[src/rtl/led_fault_pkg.sv]
// constants and carrier types for the led channel fault manager
package led_fault_pkg;

    // ---------------------------------------------------------------
    // timing and sizing
    // ---------------------------------------------------------------
    localparam int unsigned FAULT_TIMEOUT_PWM = 6;   // pwm cycles to disable
    localparam int unsigned CNT_W             = 3;   // timeout counter width
    localparam int unsigned NUM_CH_DEF        = 6;   // default channel count
    localparam int unsigned SETTLE_PWM_DEF    = 2;   // stable pwm cycles
    localparam logic [CNT_W-1:0] CNT_RESET    = 3'h0;

    // ---------------------------------------------------------------
    // per-channel comparator inputs, sampled each clock
    // ---------------------------------------------------------------
    typedef struct packed {
        logic above_short;   // channel voltage over the short threshold
        logic at_target;     // channel current at programmed target
    } chan_sense_s;

    // ---------------------------------------------------------------
    // per-channel qualification state
    // ---------------------------------------------------------------
    typedef enum logic [3:0] {
        CH_IDLE     = 4'h1,  // enabled, not yet good
        CH_GOOD     = 4'h2,  // reached target
        CH_OPEN     = 4'h4,  // classified open, timing out
        CH_DISABLED = 4'h8   // switched off for a fault
    } chan_state_e;

endpackage : led_fault_pkg

[src/rtl/led_channel_fault_manager.sv]
// led channel fault manager: channel supervision, thermal and uv shutdown
//
// What this block does
// - channel above short threshold, no thermal flag: off after six pwm
// - shorted channel below threshold stays enabled, no fault action
// - channel at target is good; good channel losing target is open
// - at overvoltage limit, every channel not yet good is open at once
// - open channel is disabled only after a six pwm cycle timeout
// - at overvoltage, channels below target turn off after six pwm cycles
// - regulation feedback uses active channels at target, or all active channels if none is
// - one channel's disable leaves the others' enable and dimming alone
// - fault classification waits until feedback shows stable operation
// - over-temperature stops boost and sinks, latched until undervoltage
// - undervoltage lockout stops boost, resets all state until it clears
`timescale 1ns/1ps
`default_nettype none
module led_channel_fault_manager
    import led_fault_pkg::*;
#(
    parameter int unsigned NUM_CH    = NUM_CH_DEF,
    parameter int unsigned SETTLE_PWM = SETTLE_PWM_DEF
) (
    // clock and reset
    input  wire logic              I_REF_CLK,
    input  wire logic              I_NRST,
    // dimming and loop status
    input  wire logic              I_PWM_TICK,     // one per pwm cycle
    input  wire logic              I_LOOP_STEADY,  // led feedback settled
    // chip-level flags
    input  wire logic              I_OUTPUT_OVERVOLTAGE_FLAG,
    input  wire logic              I_OVER_TEMP,
    input  wire logic              I_INPUT_UNDERVOLTAGE_LOCKOUT,
    // per-channel comparators
    input  wire logic [NUM_CH-1:0] I_SHORT_FAULT_DETECT,
    input  wire logic [NUM_CH-1:0] I_AT_TARGET,
    // outputs
    output logic                   O_BOOST_EN,
    output logic      [NUM_CH-1:0] O_SINK_EN,
    output logic      [NUM_CH-1:0] O_FB_SEL,
    output logic      [NUM_CH-1:0] O_CH_GOOD,
    output logic      [NUM_CH-1:0] O_OPEN_FAULT_DETECT,
    output logic                   O_THERMAL_SHUTDOWN
);

    localparam int unsigned SW = $clog2(SETTLE_PWM + 1);

    // ---------------------------------------------------------------
    // helpers
    // ---------------------------------------------------------------
    // blank a channel vector while the thermal latch holds
    function automatic logic [NUM_CH-1:0] gate_hot(
        input logic              hot,
        input logic [NUM_CH-1:0] vec
    );
        return hot ? '0 : vec;
    endfunction

    // ---------------------------------------------------------------
    // internal reset: pin reset or undervoltage lockout
    // ---------------------------------------------------------------
    logic uv_rst_n;
    assign uv_rst_n = I_NRST && !I_INPUT_UNDERVOLTAGE_LOCKOUT;

    // ---------------------------------------------------------------
    // loop stability qualifier: steady for SETTLE_PWM pwm cycles
    // ---------------------------------------------------------------
    logic [SW-1:0] settle_reg, settle_next;
    logic          stable;

    // count pwm ticks while the loop reports steady
    always_comb begin
        settle_next = settle_reg;
        if (!I_LOOP_STEADY) begin
            settle_next = '0;
        end else if (I_PWM_TICK && settle_reg != SW'(SETTLE_PWM)) begin
            settle_next = settle_reg + SW'(1);
        end
    end

    // settle counter register
    always_ff @(posedge I_REF_CLK or negedge uv_rst_n) begin
        if (!uv_rst_n) begin
            settle_reg <= '0;
        end else begin
            settle_reg <= settle_next;
        end
    end

    // faults qualify only once the loop has stayed steady long enough
    assign stable = I_LOOP_STEADY
                    && (settle_reg == SW'(SETTLE_PWM));

    // ---------------------------------------------------------------
    // thermal latch, cleared only through the undervoltage reset
    // ---------------------------------------------------------------
    logic otp_reg, otp_next;

    // set on any over-temperature sample, never cleared here
    always_comb begin
        otp_next = otp_reg || I_OVER_TEMP;
    end

    // latch register, reset only by pin reset or undervoltage
    always_ff @(posedge I_REF_CLK or negedge uv_rst_n) begin
        if (!uv_rst_n) begin
            otp_reg <= 1'b0;
        end else begin
            otp_reg <= otp_next;
        end
    end

    // ---------------------------------------------------------------
    // channel supervisors, independent so one fault spares the rest
    // ---------------------------------------------------------------
    logic [NUM_CH-1:0] ch_en, ch_good, ch_open;

    for (genvar g = 0; g < NUM_CH; g++) begin : g_ch
        chan_sense_s s;
        // bundle this channel's two comparator bits
        assign s = '{above_short: I_SHORT_FAULT_DETECT[g],
                     at_target:   I_AT_TARGET[g]};
        led_chan_qual u_qual (
            .clk        (I_REF_CLK),
            .rst_n      (uv_rst_n),
            .pwm_tick   (I_PWM_TICK),
            .stable     (stable),
            .output_overvoltage_flag        (I_OUTPUT_OVERVOLTAGE_FLAG),
            .otp_hold   (otp_reg),
            .sense      (s),
            .enabled    (ch_en[g]),
            .good       (ch_good[g]),
            .open_flag  (ch_open[g]),
            .short_flag ()               // short state stays internal
        );
    end

    // ---------------------------------------------------------------
    // boost and thermal outputs
    // ---------------------------------------------------------------
    logic boost_next, therm_next;

    // boost may switch only while no thermal shutdown is latched
    always_comb begin
        therm_next = otp_next;
        boost_next = !otp_next;
    end

    // boost enable and thermal flag registers
    always_ff @(posedge I_REF_CLK or negedge uv_rst_n) begin
        if (!uv_rst_n) begin
            O_BOOST_EN         <= 1'b0;
            O_THERMAL_SHUTDOWN <= 1'b0;
        end else begin
            O_BOOST_EN         <= boost_next;
            O_THERMAL_SHUTDOWN <= therm_next;
        end
    end

    // ---------------------------------------------------------------
    // current sink enables
    // ---------------------------------------------------------------
    logic [NUM_CH-1:0] sink_next;

    // each sink follows its own supervisor; heat turns all of them off
    always_comb begin
        sink_next = gate_hot(otp_next, ch_en);
    end

    // sink enable register, all sinks off in reset
    always_ff @(posedge I_REF_CLK or negedge uv_rst_n) begin
        if (!uv_rst_n) begin
            O_SINK_EN <= '0;
        end else begin
            O_SINK_EN <= sink_next;
        end
    end

    // ---------------------------------------------------------------
    // regulation feedback selection
    // ---------------------------------------------------------------
    logic [NUM_CH-1:0] fb_live, fb_next;

    // feedback from active channels at target; while none is at target,
    // all active channels steer the loop so the boost can ramp
    always_comb begin
        fb_live = ch_en & I_AT_TARGET;
        if (fb_live == '0) begin
            fb_live = ch_en;
        end
        fb_next = gate_hot(otp_next, fb_live);
    end

    // feedback select register
    always_ff @(posedge I_REF_CLK or negedge uv_rst_n) begin
        if (!uv_rst_n) begin
            O_FB_SEL <= '0;
        end else begin
            O_FB_SEL <= fb_next;
        end
    end

    // ---------------------------------------------------------------
    // channel status outputs
    // ---------------------------------------------------------------
    logic [NUM_CH-1:0] good_next, open_next;

    // good and open flags straight from the supervisors
    always_comb begin
        good_next = ch_good;
        open_next = ch_open;
    end

    // status registers
    always_ff @(posedge I_REF_CLK or negedge uv_rst_n) begin
        if (!uv_rst_n) begin
            O_CH_GOOD           <= '0;
            O_OPEN_FAULT_DETECT <= '0;
        end else begin
            O_CH_GOOD           <= good_next;
            O_OPEN_FAULT_DETECT <= open_next;
        end
    end

endmodule : led_channel_fault_manager
`default_nettype wire

[src/rtl/led_chan_qual.sv]
// one channel: good/open qualification, short detection and timeout
`timescale 1ns/1ps
`default_nettype none
module led_chan_qual
    import led_fault_pkg::*;
(
    // clock and reset
    input  wire logic        clk,
    input  wire logic        rst_n,
    // control
    input  wire logic        pwm_tick,    // one pulse per dimming pwm cycle
    input  wire logic        stable,      // loop settled, faults qualify
    input  wire logic        output_overvoltage_flag,         // output at overvoltage limit
    input  wire logic        otp_hold,    // thermal shutdown latched
    input  wire chan_sense_s sense,
    // status
    output logic             enabled,
    output logic             good,
    output logic             open_flag,
    output logic             short_flag
);

    chan_state_e      state_reg, state_next;
    logic [CNT_W-1:0] cnt_reg, cnt_next;
    logic             short_reg, short_next;
    logic             fault_now;

    // ---------------------------------------------------------------
    // next state
    // ---------------------------------------------------------------
    always_comb begin
        state_next = state_reg;
        cnt_next   = cnt_reg;
        short_next = short_reg;
        // shorts only count with no thermal flag and a settled loop
        short_next = sense.above_short && !otp_hold && stable;
        case (state_reg)
            CH_IDLE: begin
                if (sense.at_target) begin
                    state_next = CH_GOOD;
                end else if (output_overvoltage_flag && stable) begin
                    state_next = CH_OPEN;
                end
            end
            CH_GOOD: begin
                if (!sense.at_target && stable) begin
                    state_next = CH_OPEN;
                end
            end
            CH_OPEN: begin
                // condition gone: back to good if at target, else idle; a timeout expiring on the same tick disables instead
                if (sense.at_target || !stable) begin
                    state_next = sense.at_target ? CH_GOOD : CH_IDLE;
                end
            end
            CH_DISABLED: begin
                state_next = CH_DISABLED;   // only reset reenables
            end
            default: begin
                state_next = CH_IDLE;
            end
        endcase
        // timeout counts pwm cycles while open or shorted
        fault_now = (state_reg == CH_OPEN) || short_reg;
        if (state_reg == CH_DISABLED) begin
            cnt_next = CNT_RESET;
        end else if (!fault_now || !stable) begin
            cnt_next = CNT_RESET;
        end else if (pwm_tick) begin
            if (cnt_reg == CNT_W'(FAULT_TIMEOUT_PWM - 1)) begin
                state_next = CH_DISABLED;
                cnt_next   = CNT_RESET;
            end else begin
                cnt_next = cnt_reg + CNT_W'(1);
            end
        end
        // a short below threshold takes no action at all
        if (!short_reg && state_reg != CH_OPEN
            && state_reg != CH_DISABLED) begin
            cnt_next = CNT_RESET;
        end
    end

    // ---------------------------------------------------------------
    // registers
    // ---------------------------------------------------------------
    always_ff @(posedge clk or negedge rst_n) begin
        if (!rst_n) begin
            state_reg <= CH_IDLE;
            cnt_reg   <= CNT_RESET;
            short_reg <= 1'b0;
        end else begin
            state_reg <= state_next;
            cnt_reg   <= cnt_next;
            short_reg <= short_next;
        end
    end

    // ---------------------------------------------------------------
    // status
    // ---------------------------------------------------------------
    assign enabled    = (state_reg != CH_DISABLED);
    assign good       = (state_reg == CH_GOOD);
    assign open_flag  = (state_reg == CH_OPEN);
    assign short_flag = short_reg;

endmodule : led_chan_qual
`default_nettype wire

[config.mk]
export PLATFORM = sky130hd
export DESIGN_NAME = led_channel_fault_manager
export DESIGN_NICKNAME = d
export VERILOG_FILES = /design/src/rtl/led_fault_pkg.sv /design/src/rtl/led_channel_fault_manager.sv /design/src/rtl/led_chan_qual.sv
export SDC_FILE = /design/constraint.sdc
export NUM_CORES = 1
export LEC_CHECK = 0
export ABC_AREA = 1
export BUFFER_PORTS_ARGS = -buffer_cell sky130_fd_sc_hd__buf_2
export CORE_MARGIN = 2
export CORE_UTILIZATION = 58
export DETAILED_ROUTE_END_ITERATION = 12
export PLACE_DENSITY = 0.76
export REMOVE_ABC_BUFFERS = 1
export SLEW_MARGIN = 25
export SYNTH_ARGS = -nofsm -noshare
export SYNTH_HDL_FRONTEND = slang
export SYNTH_SLANG_ARGS = --single-unit
[constraint.sdc]
create_clock -name I_REF_CLK -period 5.9 [get_ports I_REF_CLK]
set_input_delay 0.295 -clock I_REF_CLK [delete_from_list [all_inputs] [get_ports I_REF_CLK]]
set_output_delay 0.295 -clock I_REF_CLK [all_outputs]
set_load 0.01 [all_outputs]
==> flow_summary.ini <==
[cts]
clockBufferDepth = 2
cts_inserted_buffers = 9
cts_sinks = 76
cts_resized = 0
cts_max_level = 3
clk_latency_ps = 340
cts_tree = built
cts_root_buffer = clkbuf_8
postCtsHoldBufs = 2
cts.clk_slew.worst_paths_ps = 70
cts_setup_buffers = 0

[critical_path]
crit_start = settle_reg[0]
r2r_start = settle_reg[0]
path_max_fanout = 19
rr_endpoint = g_ch[0].u_qual.state_reg[1]
crit_end = g_ch[0].u_qual.state_reg[1]
worstSetupStartpointType = flip-flop
ff2ff_path_depth = 9
critPathKind = reg -> reg
worstPathArrival_ps = 2050
cp-end-kind = flip-flop
required_ps = 6130
ff2ff_setup_slack_ps = 4080

[die]
die_width_um = 85.47
die_area_um2 = 7305
pin_count = 45
start_util_pct = 60.29
fp-row-count = 29
die_h_um = 85.47
coreArea_um2 = 6386

[routing]
drt_iter0_drc = 230
post_drt_wl_per_cell_um = 12.74
antenna_left = 0
wl_mm = 8.192
via_count = 3449
first_pass_iters = 5
drc = 0
drt-vias-per-instance = 5.364

[timing]
slew_headroom_pct = 43.39
setup_violations = 0
hold_slack_ps = 40.39
rsz0062_at_grt = no
fmax_mhz = 549.6
finalSetupTns_ps = 0
period_minus_slack_ps = 1820
slew_viol_final = 0
finalHoldViolCount = 0
fin_skew_ps = 10.30
fin_crit_sh_pct = 30.84
tightest_slew_ps = 849.1

[synth]
ys_seq_area_share_pct = 49.59
yosys-top-cells-area = dfrtp_1 45%, nand2_1 10%, inv_1 9.7%
yosysWarnings = 0
synth_top_flop_cell = dfrtp_1
synthCells = 511
synthArstFlopShare_pct = 100.0
ys_types = 31
synth_area_um2 = 3850
synth.avg_cell_area_um2 = 7.534
synth-edff-count = 0
yosysTopAreaCell = dfrtp_1
yosys.area.top_type_share_pct = 45.50
synth_seq_cells = 76

[outcome]
run_status = finished clean

[power]
power_density_nw_per_um2 = 294.2
seqPwrFrac_pct = 47.3
swShare_pct = 29.51
clockPowerShare_pct = 32.2
p_int_w = 0.0009049
p_switching_w = 0.0003787
ir_worst_vdd_mv = 0.2272
p_comb_share_pct = 20.5
leakagePower_nw = 2.546

[placed_design]
io_buffer_count = 44
hpwl_mm = 5.894
dp_cells = 626
routabilityCongestion = 0.9059

[final_layout]
num-fill-cells = 535
finalNonFillerCells = 643
largest_reg_flops = 24
multi_input_area_um2 = 1526
regArea_um2 = 1909
final_common_cell = nand2_1
layout_common_cells = 107 x nand2_1, 99 x inv_1, 79 x nor2_1
drive_gt1_share_pct = 13.78
utilization_pct = 68.32
fin_nets = 582
area_growth_pct = 13.32
antennaDiodeCount = 0

[min_path]
min_path_type = in -> async

[global_routing]
grt_max_degree = 70
grt_pass1_wl_mm = 14.08
antenna_found_initial = 0
grt-ovfl-total = 0
grt_pass1_vias = 3389
grt_usage_pct = 24.69

[job]
maxCapViolations = 0
[cells by family after synthesis]
| group | count (synthesis) | share of synthesized area (%) |
|---|---|---|
| compound gates | 39 | 5.363 |
| xor+xnor | 6 | 1.365 |
| fa+ha+maj | 1 | 0.3249 |
| buf+inv | 107 | 10.95 |
| flops | 76 | 49.59 |
| simple gates | 282 | 32.40 |
[Yosys cell counts, types with 2 or more instances]
cell type,count
nor3_1,8
inv_1,99
and2_1,5
a21oi_1,12
dfstp_2,6
nand2_2,2
nand3_2,2
dfrtp_1,70
nand4_1,17
nand3_1,48
o21ai_0,23
buf_2,4
nor4_1,4
xor2_1,5
nor2_1,80
nor2_2,5
nand2_1,107
[final cells by class]
class                      count  share of cell area (%)
clock inverter                 5                   1.778
timing repair buffer          47                   5.678
tap                           77                   2.208
inverter                     100                   8.661
clock buffer                  10                   2.925
sequential                    76                   43.76
multi-input combinational    328                   34.99
[how the worst min path moves through the flow]
stage / startpoint / to / slack (ps)
3_5_place_dp: I_INPUT_UNDERVOLTAGE_LOCKOUT / O_CH_GOOD[4] / 270
5_1_grt: I_NRST / g_ch[4].u_qual.state_reg[0] / 50
4_1_cts: I_NRST / g_ch[4].u_qual.state_reg[0] / 30
3_3_place_gp: I_NRST / O_CH_GOOD[4] / 270
6_report: I_NRST / g_ch[4].u_qual.state_reg[0] / 40
2_1_floorplan: I_OVER_TEMP / O_BOOST_EN / 380
[routing by layer]
metal / part of all wire (%) / up-vias / global-route usage [%]
li1: - / 1695 / -
met1: 42 / 1618 / 29.46
met2: 49 / 109 / 41.55
met3: 5.8 / 27 / 6.128
met4: 3.0 / 0 / 12.41
met5: 0 / - / 0
[stage by stage]
stage	power [W]	setup slack [ps]	instance area (µm²)
3_5_place_dp	0.0008760	4099	4138
5_1_grt	0.001361	3845	4363
6_report	0.001284	4080	4363
4_1_cts	0.001291	4081	4363
3_3_place_gp	0.0008664	4141	4138
2_1_floorplan	0.0008079	1154	3806
[worst max-delay path, stage by stage (launching register included)]
cell     delay (ps)
dfrtp_1         400
inv_1            60
ha_1            170
nand2_2         230
inv_4           300
nand2_1         150
nor2_2          150
nand2_1         100
nand2_1         100
nor2_1           50
[power groups by stage]
stage | Clock [W] | Combinational (W) | Sequential (W)
after detailed placement | 0 | 0.000260 | 0.000616
final | 0.000414 | 0.000263 | 0.000607
after floorplan | 0 | 0.000195 | 0.000613
after global placement | 0 | 0.000252 | 0.000614
after global routing | 0.000441 | 0.000309 | 0.000612
after CTS | 0.000422 | 0.000263 | 0.000606
(Power assumes the default switching activity.)
